<file path="src/lcp_pkg.sv">
package lcp_pkg;

  // Register byte offsets.
  localparam logic [7:0] LINK_CAP_TWO_OFS = 8'h6C;
  localparam logic [7:0] LINK_CTL_TWO_OFS = 8'h70;
  localparam logic [7:0] LINK_STS_TWO_OFS = 8'h72;
  localparam logic [7:0] SLOT_CAP_TWO_OFS = 8'h74;
  localparam logic [7:0] SLOT_CTL_TWO_OFS = 8'h78;
  localparam logic [7:0] SLOT_STS_TWO_OFS = 8'h7A;
  localparam logic [7:0] PM_CAP_HDR_OFS = 8'hC0;

  // Link control two field positions.
  localparam int TGT_SPD_LSB = 0;
  localparam int TGT_SPD_MSB = 3;
  localparam int COMPL_ENTRY_BIT = 4;
  localparam int AUTO_SPD_DIS_BIT = 5;

  // Power management header field positions.
  localparam int CAP_ID_LSB = 0;
  localparam int CAP_ID_MSB = 7;
  localparam int NXT_LSB = 8;
  localparam int NXT_MSB = 15;
  localparam int PM_VERSION_LSB = 16;
  localparam int PM_VERSION_MSB = 18;
  localparam int WAKE_CLK_BIT = 19;
  localparam int DEV_INIT_BIT = 21;
  localparam int AUX_LSB = 22;
  localparam int AUX_MSB = 24;
  localparam int LIGHT_SLEEP_BIT = 25;
  localparam int DEEPER_SLEEP_BIT = 26;
  localparam int WAKE_SUP_LSB = 27;
  localparam int WAKE_SUP_MSB = 31;

  // Speed codes.
  localparam logic [3:0] SPEED_2G5 = 4'h1;
  localparam logic [3:0] SPEED_5G = 4'h2;
  localparam logic [3:0] SPEED_MAX_SUPPORTED = SPEED_2G5;

  // Reset and fixed values.
  localparam logic [3:0] TGT_SPD_RST = 4'h0;
  localparam logic COMPL_ENTRY_RST = 1'b0;
  localparam logic AUTO_SPD_DIS_RST = 1'b0;
  localparam logic [7:0] CAP_ID_VAL = 8'h01;
  localparam logic [7:0] NXT_UP_RST = 8'h00;
  localparam logic [7:0] NXT_DOWN_RST = 8'hD0;
  localparam logic [2:0] PM_VERSION_VAL = 3'h3;
  localparam logic DEV_INIT_RST = 1'b0;
  localparam logic [4:0] WAKE_SUP_RST = 5'h19;
  localparam logic [31:0] ZERO_WORD = 32'h0000_0000;

  // Power states seen by the wake forwarding path.
  typedef enum logic [2:0] {
    LCP_PS_D0 = 3'b000,
    LCP_PS_D1 = 3'b001,
    LCP_PS_D2 = 3'b010,
    LCP_PS_D3HOT = 3'b011,
    LCP_PS_D3COLD = 3'b100
  } lcp_pstate_e;

  // Writable part of link control two.
  typedef struct packed {
    logic autonomous_speed_disable;
    logic compliance_entry_bit;
    logic [3:0] target_speed_field;
  } lcp_link_ctl_s;

  // Writable part of the power management header.
  typedef struct packed {
    logic [4:0] wake_sup;
    logic device_specific_init_flag;
    logic [7:0] nxt_ptr;
  } lcp_pm_hdr_s;

endpackage

</file>
<file path="src/lcp_rst_sync.sv">
`timescale 1ns/1ps
// Asserts reset at once and releases it after two clock edges.
module lcp_rst_sync (
  input wire logic clk,
  input wire logic arst_n,
  output logic srst_n
);

  logic stage_reg;

  // Two-flop release chain; only the second flop leaves the module.
  always_ff @(posedge clk or negedge arst_n) begin
    if (!arst_n) begin
      stage_reg <= 1'b0;
      srst_n <= 1'b0;
    end else begin
      stage_reg <= 1'b1;
      srst_n <= stage_reg;
    end
  end

endmodule

</file>
<file path="src/lcp_link_pm_regs.sv">
`timescale 1ns/1ps
module lcp_link_pm_regs (
  input wire logic ref_clk,
  input wire logic rst_n,
  input wire logic port_is_downstream,
  input wire logic legacy_mode,
  input wire logic cfg_unlock,
  input wire logic hot_reset,
  input wire logic [7:0] reg_addr,
  input wire logic [31:0] reg_wdata,
  input wire logic reg_wr,
  input wire logic reg_rd,
  output logic [31:0] reg_rdata,
  input wire logic speed_chg_req,
  input wire logic speed_chg_lower,
  input wire logic link_unreliable,
  output logic speed_chg_grant,
  output logic [3:0] train_speed_cap,
  output logic [3:0] compliance_speed,
  output logic compliance_enter,
  output logic autonomous_speed_disable,
  input wire logic wake_msg_in,
  input wire logic [2:0] power_state,
  output logic wake_msg_fwd
);

  logic srst_n;
  lcp_pkg::lcp_link_ctl_s link_ctl_reg;
  lcp_pkg::lcp_link_ctl_s link_ctl_next;
  lcp_pkg::lcp_pm_hdr_s pm_hdr_reg;
  lcp_pkg::lcp_pm_hdr_s pm_hdr_next;
  lcp_pkg::lcp_link_ctl_s link_ctl_eff;
  logic strap_done_reg;
  logic [31:0] rdata_next;
  logic [31:0] link_ctl_word;
  logic [31:0] pm_hdr_word;
  logic wr_link_ctl;
  logic wr_pm_hdr;
  logic grant_next;
  lcp_pkg::lcp_pstate_e pstate;

  lcp_rst_sync u_rst_sync (
    .clk(ref_clk),
    .arst_n(rst_n),
    .srst_n(srst_n)
  );

  assign pstate = lcp_pkg::lcp_pstate_e'(power_state);
  assign wr_link_ctl = reg_wr && (reg_addr == lcp_pkg::LINK_CTL_TWO_OFS);
  assign wr_pm_hdr = reg_wr && (reg_addr == lcp_pkg::PM_CAP_HDR_OFS);

  // Fields seen by the link logic; legacy mode forces them all to zero.
  always_comb begin
    link_ctl_eff = link_ctl_reg;
    if (legacy_mode) begin
      link_ctl_eff = '0;
    end
  end

  // Next value of link control two; legacy mode drops the write.
  always_comb begin
    link_ctl_next = link_ctl_reg;
    if (wr_link_ctl && !legacy_mode) begin
      link_ctl_next.target_speed_field =
        reg_wdata[lcp_pkg::TGT_SPD_MSB:lcp_pkg::TGT_SPD_LSB];
      link_ctl_next.compliance_entry_bit =
        reg_wdata[lcp_pkg::COMPL_ENTRY_BIT];
      link_ctl_next.autonomous_speed_disable =
        reg_wdata[lcp_pkg::AUTO_SPD_DIS_BIT];
    end
    if (hot_reset) begin
      // A hot reset clears the non-sticky fields; compliance entry stays.
      link_ctl_next.target_speed_field = lcp_pkg::TGT_SPD_RST;
      link_ctl_next.autonomous_speed_disable = lcp_pkg::AUTO_SPD_DIS_RST;
      link_ctl_next.compliance_entry_bit =
        link_ctl_reg.compliance_entry_bit;
    end
  end

  // Link control two storage.
  always_ff @(posedge ref_clk or negedge srst_n) begin
    if (!srst_n) begin
      link_ctl_reg.target_speed_field <= lcp_pkg::TGT_SPD_RST;
      link_ctl_reg.compliance_entry_bit <= lcp_pkg::COMPL_ENTRY_RST;
      link_ctl_reg.autonomous_speed_disable <= lcp_pkg::AUTO_SPD_DIS_RST;
    end else begin
      link_ctl_reg <= link_ctl_next;
    end
  end

  // Next value of the writable header fields; they open only when unlocked.
  always_comb begin
    pm_hdr_next = pm_hdr_reg;
    if (!strap_done_reg) begin
      // The port role is caught once, just after reset release.
      pm_hdr_next.nxt_ptr = port_is_downstream ? lcp_pkg::NXT_DOWN_RST
                                               : lcp_pkg::NXT_UP_RST;
    end else if (wr_pm_hdr && cfg_unlock) begin
      pm_hdr_next.nxt_ptr = reg_wdata[lcp_pkg::NXT_MSB:lcp_pkg::NXT_LSB];
      pm_hdr_next.device_specific_init_flag =
        reg_wdata[lcp_pkg::DEV_INIT_BIT];
      pm_hdr_next.wake_sup =
        reg_wdata[lcp_pkg::WAKE_SUP_MSB:lcp_pkg::WAKE_SUP_LSB];
    end
  end

  // Power management header storage.
  always_ff @(posedge ref_clk or negedge srst_n) begin
    if (!srst_n) begin
      pm_hdr_reg.nxt_ptr <= lcp_pkg::NXT_UP_RST;
      pm_hdr_reg.device_specific_init_flag <= lcp_pkg::DEV_INIT_RST;
      pm_hdr_reg.wake_sup <= lcp_pkg::WAKE_SUP_RST;
    end else begin
      pm_hdr_reg <= pm_hdr_next;
    end
  end

  // Marks that the port role has been caught.
  always_ff @(posedge ref_clk or negedge srst_n) begin
    if (!srst_n) begin
      strap_done_reg <= 1'b0;
    end else begin
      strap_done_reg <= 1'b1;
    end
  end

  // Word images of the two live registers; unlisted bits stay zero.
  always_comb begin
    link_ctl_word = lcp_pkg::ZERO_WORD;
    link_ctl_word[lcp_pkg::TGT_SPD_MSB:lcp_pkg::TGT_SPD_LSB] =
      link_ctl_eff.target_speed_field;
    link_ctl_word[lcp_pkg::COMPL_ENTRY_BIT] =
      link_ctl_eff.compliance_entry_bit;
    link_ctl_word[lcp_pkg::AUTO_SPD_DIS_BIT] =
      link_ctl_eff.autonomous_speed_disable;
  end

  always_comb begin
    pm_hdr_word = lcp_pkg::ZERO_WORD;
    pm_hdr_word[lcp_pkg::CAP_ID_MSB:lcp_pkg::CAP_ID_LSB] =
      lcp_pkg::CAP_ID_VAL;
    pm_hdr_word[lcp_pkg::NXT_MSB:lcp_pkg::NXT_LSB] = pm_hdr_reg.nxt_ptr;
    pm_hdr_word[lcp_pkg::PM_VERSION_MSB:lcp_pkg::PM_VERSION_LSB] =
      lcp_pkg::PM_VERSION_VAL;
    pm_hdr_word[lcp_pkg::WAKE_CLK_BIT] = 1'b0;
    pm_hdr_word[lcp_pkg::DEV_INIT_BIT] =
      pm_hdr_reg.device_specific_init_flag;
    pm_hdr_word[lcp_pkg::AUX_MSB:lcp_pkg::AUX_LSB] = 3'h0;
    pm_hdr_word[lcp_pkg::LIGHT_SLEEP_BIT] = 1'b0;
    pm_hdr_word[lcp_pkg::DEEPER_SLEEP_BIT] = 1'b0;
    pm_hdr_word[lcp_pkg::WAKE_SUP_MSB:lcp_pkg::WAKE_SUP_LSB] =
      pm_hdr_reg.wake_sup;
  end

  // Read decode; the zero registers and unmapped addresses return zero.
  always_comb begin
    rdata_next = lcp_pkg::ZERO_WORD;
    if (reg_rd) begin
      case (reg_addr)
        lcp_pkg::LINK_CTL_TWO_OFS: rdata_next = link_ctl_word;
        lcp_pkg::PM_CAP_HDR_OFS: rdata_next = pm_hdr_word;
        lcp_pkg::LINK_CAP_TWO_OFS,
        lcp_pkg::LINK_STS_TWO_OFS,
        lcp_pkg::SLOT_CAP_TWO_OFS,
        lcp_pkg::SLOT_CTL_TWO_OFS,
        lcp_pkg::SLOT_STS_TWO_OFS: rdata_next = lcp_pkg::ZERO_WORD;
        default: rdata_next = lcp_pkg::ZERO_WORD;
      endcase
    end
  end

  // Read data stands only in the cycle after the strobe.
  always_ff @(posedge ref_clk or negedge srst_n) begin
    if (!srst_n) begin
      reg_rdata <= lcp_pkg::ZERO_WORD;
    end else begin
      reg_rdata <= rdata_next;
    end
  end

  // Training cap: downstream ports advertise the target, clipped to 2.5 Gbps.
  always_ff @(posedge ref_clk or negedge srst_n) begin
    if (!srst_n) begin
      train_speed_cap <= lcp_pkg::SPEED_MAX_SUPPORTED;
    end else if (port_is_downstream &&
                 link_ctl_eff.target_speed_field != 4'h0) begin
      if (link_ctl_eff.target_speed_field >
          lcp_pkg::SPEED_MAX_SUPPORTED) begin
        train_speed_cap <= lcp_pkg::SPEED_MAX_SUPPORTED;
      end else begin
        train_speed_cap <= link_ctl_eff.target_speed_field;
      end
    end else begin
      train_speed_cap <= lcp_pkg::SPEED_MAX_SUPPORTED;
    end
  end

  // Compliance speed follows the target field on either port role.
  always_ff @(posedge ref_clk or negedge srst_n) begin
    if (!srst_n) begin
      compliance_speed <= 4'h0;
    end else begin
      compliance_speed <= link_ctl_eff.target_speed_field;
    end
  end

  // A hot reset with compliance entry set sends the link to compliance.
  always_ff @(posedge ref_clk or negedge srst_n) begin
    if (!srst_n) begin
      compliance_enter <= 1'b0;
    end else begin
      compliance_enter <= hot_reset &&
                          link_ctl_eff.compliance_entry_bit;
    end
  end

  // Speed change arbitration under the autonomous disable bit.
  always_comb begin
    grant_next = 1'b0;
    if (speed_chg_req) begin
      if (!link_ctl_eff.autonomous_speed_disable) begin
        grant_next = 1'b1;
      end else begin
        grant_next = speed_chg_lower && link_unreliable;
      end
    end
  end

  always_ff @(posedge ref_clk or negedge srst_n) begin
    if (!srst_n) begin
      speed_chg_grant <= 1'b0;
      autonomous_speed_disable <= 1'b0;
    end else begin
      speed_chg_grant <= grant_next;
      autonomous_speed_disable <= link_ctl_eff.autonomous_speed_disable;
    end
  end

  // Wake messages pass on except in the unpowered deep-sleep state.
  always_ff @(posedge ref_clk or negedge srst_n) begin
    if (!srst_n) begin
      wake_msg_fwd <= 1'b0;
    end else begin
      wake_msg_fwd <= wake_msg_in &&
                      (pstate != lcp_pkg::LCP_PS_D3COLD);
    end
  end

endmodule

</file>
<file path="config.mk">
export PLATFORM = sky130hd
export DESIGN_NAME = lcp_link_pm_regs
export DESIGN_NICKNAME = d
export VERILOG_FILES = /design/src/lcp_pkg.sv /design/src/lcp_rst_sync.sv /design/src/lcp_link_pm_regs.sv
export SDC_FILE = /design/constraint.sdc
export NUM_CORES = 1
export LEC_CHECK = 0
export ABC_CLOCK_PERIOD_IN_PS = 2300
export BUFFER_PORTS_ARGS = -buffer_cell sky130_fd_sc_hd__buf_4
export CORE_UTILIZATION = 30
export CTS_CLUSTER_SIZE = 24
export DETAILED_ROUTE_END_ITERATION = 8
export SLEW_MARGIN = 10
export SYNTH_ARGS = -nofsm -noshare
export SYNTH_HDL_FRONTEND = slang
export SYNTH_SLANG_ARGS = --single-unit
</file>
<file path="constraint.sdc">
create_clock -name ref_clk -period 2.3 [get_ports ref_clk]
set_input_delay 0.115 -clock ref_clk [delete_from_list [all_inputs] [get_ports ref_clk]]
set_output_delay 0.115 -clock ref_clk [all_outputs]
set_load 0.005 [all_outputs]
</file>
# Yosys cells after proc, flatten, opt, wreduce, memory -nomap -nowiden
# Cells that the tools add are included.
# op_classes
div,0
add_sub_neg,0
order_cmp,1
n_reduce_logical,13
eq_ne,4
n_shift,0
n_mul,0
mux,12
bitwise_logic,1
# ops
cell,n
$pmux 32 s2,1
$mux 32,1
$mux 8,3
$mux 6,3
$eq 8x7->1 const B,1
$eq 8x8->1 const B,1
$logic_and 1x1->1,8
$mux 4,2
$gt 4x1->1 const B,1
$reduce_and 2->1,2
$reduce_bool 4->1,1
$ne 3x3->1 const B,1
$mux 1,2
$ne 2x1->1 const B,1
$reduce_bool 2->1,1
$logic_not 1->1,1
$not 1->1,1
# totals
inputBits,55
latch_bits,0
reg_bits,67
output_inout_bits,44
mem_count,0
ram_bits,0
word_cells,47
rom_bits,0

# Logic depth before layout (Yosys ltp)
# Gate-level depths: netlist of the first run.
# depth
ltp_word,5
ltp_mapped,4
mapped_depth_nobuf,3

# Modules after synthesis
# Synthesis of the first run repeated with hierarchy kept, for this count alone.
# unflattened
hier_cells,171
hier_area_um2,2193.4
# modules_own_cells
mod,seq_area_each_um2,n_inst,area_each_um2,cells_each
lcp_link_pm_regs,1356.3,1,2139.6,168
lcp_rst_sync,50.0,1,53.8,3

# Least setup slack after synthesis of the first run
# Ideal clock, no wire load.
# synth_path
path_kind,in2reg
startpoint,input port reg_addr[1]
endpoint,register link_ctl_reg[4] in the netlist's numbering
required_ns,2.175
stages,3
setup_time_ns,0.125
setup_slack_ns,0.888
arrival_time_ns,1.287
n_path_buf,0
path_cell_list,or4_4 nor4_1 mux2_2
# synth_via
elab_chain_len,4
# synth_rtl
element,line,rtl
from (decl),lcp_link_pm_regs.sv:9,"input wire logic [7:0] reg_addr,"
$eq 8x7->1,lcp_link_pm_regs.sv:49,assign wr_link_ctl = reg_wr && (reg_addr == lcp_pkg::LINK_CTL_TWO_OFS);
$logic_and 1x1->1,lcp_link_pm_regs.sv:49,
$logic_and 1x1->1,lcp_link_pm_regs.sv:63,if (wr_link_ctl && !legacy_mode) begin
$reduce_and 2->1 (no line),n/a,
to (signal assigned),lcp_link_pm_regs.sv:87,link_ctl_reg <= link_ctl_next;
to (decl),lcp_link_pm_regs.sv:28,lcp_pkg::lcp_link_ctl_s link_ctl_reg;
# Every way passes these cells.
# A chain may end at the register's enable or synchronous reset.

# Worst setup path in the final report of the first run
# layout_path
startpoint,register strap_done_reg
endpoint,register pm_hdr_reg[10] in the netlist's numbering
# layout_via
elab_chain_len,1
# layout_rtl
element,line,rtl
from (decl),lcp_link_pm_regs.sv:33,logic strap_done_reg;
from (signal assigned),lcp_link_pm_regs.sv:121,strap_done_reg <= 1'b0;
from (signal assigned),lcp_link_pm_regs.sv:123,strap_done_reg <= 1'b1;
$reduce_and 2->1 (no line),n/a,
to (signal assigned),lcp_link_pm_regs.sv:114,pm_hdr_reg <= pm_hdr_next;
to (decl),lcp_link_pm_regs.sv:30,lcp_pkg::lcp_pm_hdr_s pm_hdr_reg;
# Every way passes these cells.

==> metrics, run 1 <==
Die Area 7640 um2; TritonCTS Buffers 5; Final Hold Viols 0; Worst Setup Start Kind register; flops & latches, synth 56; ys async rst share 100%; Leakage 1.46 nW; synthesized cell area 2190 um2; Vias/cell 4.45; antenna violations before repair 0; RSZ-0062 raised after global routing no; # rows 30; routing usage on met1 16.3%; gpl congestion 0.760; area grow syn2layout 35.8%; WP data arrival 1860 ps; Pre-antenna DRT Iters 4; CP required 2490 ps; Largest stage delay, worst path 660 ps; Avg Cell Area, Syn 12.9 um2; pwr dens 578 nW/um2; first-pass GRT wire length 7090 um; final worst clock skew 7.73 ps; hpwl dp 3260 um; Via Count 1574; Clock Latency Late Sink 300 ps; GR Overflow Total 0; Initial Util 31.7%; Post-synth EDFFs 0; VDD IR max 0.235 mV; n_diodes 0; Largest register FFs 21; Final Max Slew Viols 0; H-tree levels 2; Largest delay share family, worst path flip-flops; reg2reg end pm_hdr_reg[10]; hold slack 11.9 ps; core area 6910 um2; Ports 99; Max-Cap Viols 0; crit path from strap_done_reg; final setup TNS 0 ps; worst reg-to-reg setup slack 620 ps; Total Wirelength 4610 um; Net count, final 312; Top FF cell, synth dfrtp_1; number of synthesis warnings 0; setup violators final 0; Starting DRT DRC Count 32; most common cell in the synthesized netlist dfrtp_1; met3 Use GR 4.08%; Post-Syn Instances 170; Commonest cells post-synth dfrtp_1, and2_1, nand2_1; drc violations 0; Final period util 72.9%; CTS tree built; Port Buffers 76; crit path time final 1680 ps; layout cells sized above 1 40.7%; cell taking the most area after synthesis dfrtp_1; post-route ant nets 0; Hold Path Class primary input to register; # clock sinks 56; Die Y 87.4 um; Setup crit end kind register; critical path class register to register; CP max FO 15; Post CTS Setup Buffer Count 0; Reg clk slew, reported paths 100 ps; worst r2r src strap_done_reg; Critical Path Sink pm_hdr_reg[10]; post-synthesis sequential area ratio 64.2%; CTS root buf clkbuf_8; CP bufs+invs 0; DR WL/cell 13.0 um; synth unique cells 30; status completed; Hold-fix buffers, CTS 2; met2 GRT Util 18.8%; area share of the largest cell type after synthesis 59.4%; Worst path depth 2; cells on worst reg2reg path 2; GRT Max-Usage Layer met2; worst path cell trace nand4_1, mux2_2; post_cts resized 0; Clock Path Buffers 2; largest net degree at the start of global routing 55; All-Layer GR Usage 12.4%; vias in the first global route 1468; fmax 596 MHz; Max-slew headroom 53.8%; Max stage delay cell, worst path dfrtp_1; Die W 87.4 um; worst slew pin tran 694 ps; dominant cells by area after synthesis dfrtp_1, and2_1, dfstp_2, buf_4, mux2_2
-- worst register-to-register path: cells and delay by family, from the launching register on --
kind             cells  cell delay [ps]
muxes                1              420
and+or+nand+nor      1              480
DFF                  1              660
-- power by group --
part | internal (mW) | total (mW) | switching, mW
logic | 0.0701 | 0.137 | 0.0671
clock network | 0.276 | 0.573 | 0.298
registers | 1.00 | 1.01 | 0.00890
total | 1.35 | 1.72 | 0.374
-- cells in the final DEF (no fill, tap or decap) --
cell,instances
nor3_2,1
buf_4,80
or3b_2,1
conb_1,16
nor4_4,1
nand3_1,2
dlygate4sd3_1,2
nor3_1,2
a21boi_0,2
nor2b_1,5
a21oi_1,6
dfstp_2,4
nor3_4,1
nor2_1,3
nand4_1,9
o31ai_1,8
nand4bb_1,1
nor4bb_1,1
dfrtp_2,1
dfrtp_1,51
mux2i_1,5
or4bb_1,1
clkbuf_1,1
mux2_2,7
nand2_1,15
clkbuf_8,7
or4_4,1
and2_1,19
nor4_1,1
a31oi_1,3
and4bb_2,1
-- cells by family after synthesis --
logic type      count (synthesis)  synth area share, %
simple gates                   65                 18.9
mux                            12                 5.89
compound gates                 19                 5.66
buf+inv                        16                 5.03
other cells                     2                0.343
flops                          56                 64.2
-- metrics by stage --
stage	power, mW	worst slack (ps)	util (%)	std cells	instance area [um2]
finish	1.72	623	43.1	354	2970
CTS	1.74	650	43.1	354	2970
detailed placement	1.16	578	41.3	344	2850
global route	1.79	540	43.1	354	2970
global placement	1.16	594	41.3	344	2850
floorplan	1.09	633	-	184	2240
-- worst min path at each step --
stage,slack [ps],cells after the start,to,from
floorplan,-180,0,u_rst_sync.srst_n,rst_n
global placement,-100,1,u_rst_sync.stage_reg,rst_n
detailed placement,-100,1,u_rst_sync.stage_reg,rst_n
CTS,2,2,link_ctl_reg[1],hot_reset
global route,9,2,reg_rdata[5],reg_addr[7]
finish,10,2,link_ctl_reg[1],hot_reset
-- layout make-up --
cell class,instances,area (um2)
Fill cell,671,3930
Sequential cell,56,1410
Multi-Input combinational cell,112,726
Timing Repair Buffer,82,621
Tap cell,96,120
Clock buffer,8,100
-- metal layers --
metal	routed length, um	vias to the layer above	share of wire, %
met4	66	0	1.4
met1	2090	762	45
met5	0	-	0
li1	-	739	-
met2	2080	68	45
met3	383	5	8.3
(Power assumes the default switching activity.)
==> run 2, diff against run 1 <==
- ABC_AREA: not set -> 1
- ABC_CLOCK_PERIOD_IN_PS: 2300 -> 1450
- clock period: 2.3 -> 1.45 ns (I/O delays scaled with it)
==> metrics, run 2 <==
Avg Cell Area, Syn 10.1 um2 (was 12.9 um2); post-synthesis sequential area ratio 60.1% (was 64.2%); Post CTS Setup Buffer Count 0 (unchanged); routing usage on met1 14.5% (was 16.3%); Die Y 90.3 um (was 87.4 um); Initial Util 31.6% (was 31.7%); pwr dens 850 nW/um2 (was 578 nW/um2); hpwl dp 3240 um (was 3260 um); most common cell in the synthesized netlist dfrtp_1 (unchanged); Clock Path Buffers 2 (unchanged); H-tree levels 2 (unchanged); CP max FO 15 (unchanged); dominant cells by area after synthesis dfrtp_1, nand2_1, nor2_4, inv_1, nand4_1 (was dfrtp_1, and2_1, dfstp_2, buf_4, mux2_2); status completed (unchanged); most frequent cells in the layout buf_4, dfrtp_1, nand2_1 (was buf_4, dfrtp_1, and2_1); Die W 90.3 um (was 87.4 um); met3 Use GR 2.36% (was 4.08%); ys async rst share 100% (unchanged); worst reg-to-reg setup slack 470 ps (was 620 ps); Clock Latency Late Sink 300 ps (about the same); GRT Max-Usage Layer met2 (unchanged); n_diodes 0 (unchanged); WP data arrival 1190 ps (was 1860 ps); largest net degree at the start of global routing 55 (unchanged); Ports 99 (unchanged); fill cell total of the finished layout 756 (was 671); worst path cell trace buf_4, nand3_2, nand2_1, nand2_1 (was nand4_1, mux2_2); number of synthesis warnings 0 (unchanged); antenna violations before repair 0 (unchanged); Leakage 1.63 nW (was 1.46 nW); worst setup margin 469 ps (was 623 ps); CP required 1650 ps (was 2490 ps); CTS tree built (unchanged); Final period util 67.7% (was 72.9%); Vias/cell 4.08 (was 4.45); Largest register FFs 21 (unchanged); fmax 1020 MHz (was 596 MHz); Total Wirelength 4400 um (was 4610 um); CP dominant cell by count nand2_1; Final Power 2.64 mW (was 1.72 mW); Top FF cell, synth dfrtp_1 (unchanged); Final Max Slew Viols 0 (unchanged); commonest non-fill, non-tap cell in the layout buf_4 (unchanged); synthesized cell area 2340 um2 (was 2190 um2); Largest stage delay, worst path 370 ps (was 660 ps); Post-synth EDFFs 0 (unchanged); crit path time final 981 ps (was 1680 ps); Via Count 1699 (was 1574); met2 GRT Util 19.3% (was 18.8%); flops & latches, synth 56 (unchanged); setup violators final 0 (unchanged); first-pass GRT wire length 7500 um (was 7090 um); area share of the largest cell type after synthesis 55.6% (was 59.4%); All-Layer GR Usage 11.5% (was 12.4%); Port Buffers 76 (unchanged); RSZ-0062 raised after global routing no (unchanged); CTS root buf clkbuf_8 (unchanged); Worst Setup Start Kind register (unchanged); gpl congestion 0.743 (was 0.760); core area 7410 um2 (was 6910 um2); Max-Cap Viols 0 (unchanged); Max stage delay cell, worst path dfrtp_1 (unchanged); final setup TNS 0 ps (unchanged); Die Area 8150 um2 (was 7640 um2); cell taking the most area after synthesis dfrtp_1 (unchanged); final worst clock skew 11.6 ps (was 7.73 ps); post-route ant nets 0 (unchanged); Net count, final 371 (was 312); Commonest cells post-synth dfrtp_1, nand2_1, inv_1 (was dfrtp_1, and2_1, nand2_1); TritonCTS Buffers 5 (unchanged); Post-Syn Instances 231 (was 170); VDD IR max 0.414 mV (was 0.235 mV); Reg clk slew, reported paths 100 ps (about the same); Setup crit end kind register (unchanged); drc violations 0 (unchanged); area grow syn2layout 32.9% (was 35.8%); synth unique cells 22 (was 30); dpl ws 217 ps (was 578 ps); layout cells sized above 1 37.2% (was 40.7%); # rows 31 (was 30); vias in the first global route 1599 (was 1468); # clock sinks 56 (unchanged); Final Hold Viols 0 (unchanged); Hold Path Class primary input to register (unchanged); GR Overflow Total 0 (unchanged); Pre-antenna DRT Iters 4 (unchanged); DR WL/cell 10.6 um (was 13.0 um); critical path class register to register (unchanged); Starting DRT DRC Count 95 (was 32)
==> run 2: cell types whose count changed in the layout (fill, tap and decap cells not counted), sizes merged, moves of 5 or more <==
cell   change
nand3     +15
nor2b      -5
a21oi      -6
and2      -19
nand2     +35
mux2       -7
nand4      +8
inv       +33
mux2i      -5
o31ai      -8
nor2      +25
==> run 2: worst paths after layout <==
path,to,from,cells past startpoint
min reg2reg,pm_hdr_reg[3],u_rst_sync.srst_n,1
max in group asynchronous,pm_hdr_reg[9],u_rst_sync.srst_n,1
min in group asynchronous,u_rst_sync.srst_n,rst_n,2
min,pm_hdr_reg[12],reg_wdata[30],3
max,pm_hdr_reg[10],strap_done_reg,4
max reg2reg,pm_hdr_reg[10],strap_done_reg,4
==> run 2: final cells by class <==
class / count / area [um2] / share of cell area, %
clock inverter: 1 / 5.00 / 0.161
sequential: 56 / 1410 / 45.3
multi-input combinational: 137 / 729 / 23.5
tap: 99 / 124 / 3.99
timing repair buffer: 83 / 641 / 20.6
clock buffer: 7 / 76.3 / 2.46
inverter: 33 / 124 / 3.99
==> run 2: logic make-up (layout without fill, tap and decap cells) <==
kind of cell	after synthesis	in the layout	synth area share (%)
buf+inv	52	124	10.9
compound gates	3	3	0.856
flops	56	56	60.1
simple gates	118	118	27.8
other cells	2	16	0.321
==> run 2: routing by layer <==
layer / vias up / part of all wire [%]
li1: 857 / -
met1: 782 / 45
met2: 55 / 48
met3: 5 / 5.1
met4: 0 / 1.8
met5: - / 0
==> run 2: what timing repair did <==
action,4_1_cts,5_1_grt
hold buffers,2,0
hold endpoints to repair,3,0
gates resized for setup,0,0
setup endpoints to repair,0,0
==> run 2: metrics by stage <==
| step | hold slack [ps] | area (um2) | util, % | std cells |
|---|---|---|---|---|
| after floorplan | -223 | 2390 | - | 245 |
| after global placement | -144 | 3010 | 40.6 | 406 |
| after detailed placement | -144 | 3010 | 40.6 | 406 |
| after CTS | 10.8 | 3110 | 41.9 | 416 |
| after global routing | 9.52 | 3110 | 41.9 | 416 |
| final | 18.0 | 3110 | 41.9 | 416 |
==> run 2: report_power, final <==
| part | leakage (nW) | switching (mW) | internal, mW |
|---|---|---|---|
| combinational | 0.839 | 0.127 | 0.117 |
| clock | 0.0422 | 0.457 | 0.340 |
| sequential | 0.744 | 0.0102 | 1.59 |
| total | 1.63 | 0.595 | 2.05 |
==> run 2: worst max-delay path: cells and delay by family, from the launching register on <==
family / cells / cell delay (ps)
DFF: 1 / 370
and+or+nand+nor: 3 / 310
buffers and inverters: 1 / 200
==> run 3, diff against run 2 <==
- ABC_AREA: 1 -> 0
- ABC_CLOCK_PERIOD_IN_PS: 1450 -> 900
- clock period: 1.45 -> 0.9 ns (I/O delays scaled with it)
==> metrics, run 3 (synthesis results as in run 1) <==
status finished with violations (was completed); failing checks setup timing; final worst clock skew 7.54 ps (was 11.6 ps); area of the multi-input gates 838 um2 (was 729 um2); Largest delay share family, worst path simple AND/OR/NAND/NOR gates (was flip-flops); Via Count 1695 (was 1699); Clock Path Buffers 2 (unchanged); Die Y 87.4 um (was 90.3 um); worst path cell trace buf_6, or4_4, nor4_4, mux2_4 (was buf_4, nand3_2, nand2_1, nand2_1); Clock Latency Late Sink 300 ps (about the same); first-pass GRT wire length 7760 um (was 7500 um); CTS tree built (unchanged); fill cell total of the finished layout 658 (was 756); Total Wirelength 4990 um (was 4400 um); Reg area 1410 um2 (about the same); CP max FO 3 (was 15); Largest register FFs 21 (unchanged); Largest stage delay, worst path 570 ps (was 370 ps); worst setup margin -242 ps (was 469 ps); VDD IR max 0.563 mV (was 0.414 mV); Ports 99 (unchanged); worst r2r src strap_done_reg (unchanged); All-Layer GR Usage 13.6% (was 11.5%); Starting DRT DRC Count 43 (was 95); Cell Count, Final, Fillers Out 400 (was 416); Reg clk slew, reported paths 100 ps (about the same); CTS root buf clkbuf_8 (unchanged); DR WL/cell 12.5 um (was 10.6 um); gpl congestion 0.808 (was 0.743); post-route ant nets 0 (unchanged); antenna violations before repair 0 (unchanged); Hold Path Origin reg_wdata[12] (was reg_wdata[30]); Die W 87.4 um (was 90.3 um); setup violators final 40 (was 0); critical path class primary input to register (was register to register); crit path time final 1140 ps; Setup crit end kind register (unchanged); # rows 30 (was 31); Vias/cell 4.24 (was 4.08); Die Area 7640 um2 (was 8150 um2); core area 6910 um2 (was 7410 um2); layout cells sized above 1 47.7% (was 37.2%); RSZ-0062 raised after global routing yes (was no); hpwl dp 3590 um (was 3240 um); GR Overflow Total 0 (unchanged); most frequent cells in the layout buf_4, dfrtp_1, dlygate4sd3_1 (was buf_4, dfrtp_1, nand2_1); Pre-antenna DRT Iters 4 (unchanged); fmax 875 MHz; Final Max Slew Viols 0 (unchanged); Cell Count Post-Placement 370 (was 406); Initial Util 31.7% (was 31.6%); H-tree levels 2 (unchanged); TritonCTS Buffers 5 (unchanged); WP data arrival 1340 ps (was 1190 ps); fin util 51.4% (was 41.9%); area grow syn2layout 62.1% (was 32.9%); commonest non-fill, non-tap cell in the layout buf_4 (unchanged); Max-Cap Viols 0 (unchanged); # clock sinks 56 (unchanged); CP bufs+invs 1 (unchanged); drc violations 0 (unchanged); CP required 1090 ps (was 1650 ps); largest net degree at the start of global routing 20 (was 55); Final Hold Viols 0 (unchanged); Leakage 1.73 nW (was 1.63 nW); Max stage delay cell, worst path or4_4 (was dfrtp_1); vias in the first global route 1633 (was 1599); Final period util 127%; crit path from reg_addr[2] (was strap_done_reg); Worst Setup Start Kind primary input (was register); Port Buffers 76 (unchanged); Net count, final 358 (was 371); Hold Path Class primary input to register (unchanged); pwr dens 1270 nW/um2 (was 850 nW/um2); n_diodes 0 (unchanged)
## run 3: cell types whose count changed in the layout (fill, tap and decap cells not counted), moves of 11 or more
cell	before	now
nor2_1	15	2
nand2_1	47	15
buf_4	80	92
inv_1	30	0
nand3_1	15	1
nor2_4	11	0
buf_6	0	12
dlygate4sd3_1	2	22
and2_1	0	19
## run 3: final timing paths
check | end | slack (ps) | cells after the start
setup / recovery | link_ctl_reg[4] | -240 | 4
hold / removal | pm_hdr_reg[4] | 20 | 3
setup reg to reg | pm_hdr_reg[8] | -170 | 3
hold reg to reg | train_speed_cap[1] | 170 | 0
max in group asynchronous | train_speed_cap[0] | 320 | 1
min in group asynchronous | u_rst_sync.srst_n | 70 | 2
## run 3: routing by layer
| layer | share of wire, % | routed length [um] | global-route usage (%) |
|---|---|---|---|
| met1 | 43 | 2150 | 16.8 |
| met2 | 51 | 2550 | 23.5 |
| met3 | 4.4 | 218 | 2.65 |
| met4 | 1.5 | 73 | 4.92 |
| met5 | 0 | 0 | 0 |
## run 3: cell type report
cell class | instances | share of cell area (%)
sequential | 56 | 39.7
timing repair buffer | 128 | 30.6
multi-input combinational | 112 | 23.6
tap | 96 | 3.39
clock buffer | 7 | 2.43
clock inverter | 1 | 0.212
## run 3: tightest hold or removal path, delay by kind of cell
| kind | cells | cell delay [ps] |
|---|---|---|
| AOI/OAI and AO/OA | 1 | 70 |
| and+or+nand+nor | 1 | 60 |
| buffers and inverters | 1 | 110 |
## run 3: timing repair
item	CTS	global route
hold buffers	22	0
cloned	0	0
hold endpoints to repair	20	0
gates resized for setup	21	13
pin swaps	6	0
buffers inserted	0	0
setup endpoints to repair	41	42
## run 3: power breakdown
group	total [mW]	internal [mW]	switching, mW	leakage [nW]
sequential	2.58	2.56	0.0258	0.740
clock	1.38	0.627	0.756	0.0445
combinational	0.532	0.318	0.214	0.942
## run 3: metrics by stage
stage | hold slack [ps] | setup slack [ps] | total power, mW | TNS [ps] | cell area [um2]
2_1_floorplan | -251 | -419 | 2.78 | -10970 | 2260
3_3_place_gp | -171 | -539 | 3.05 | -19440 | 3090
3_5_place_dp | -172 | -569 | 3.06 | -20310 | 3090
4_1_cts | 3.15 | -227 | 4.57 | -5970 | 3490
5_1_grt | 11.7 | -252 | 4.71 | -7560 | 3550
6_report | 18.3 | -242 | 4.50 | -5940 | 3550
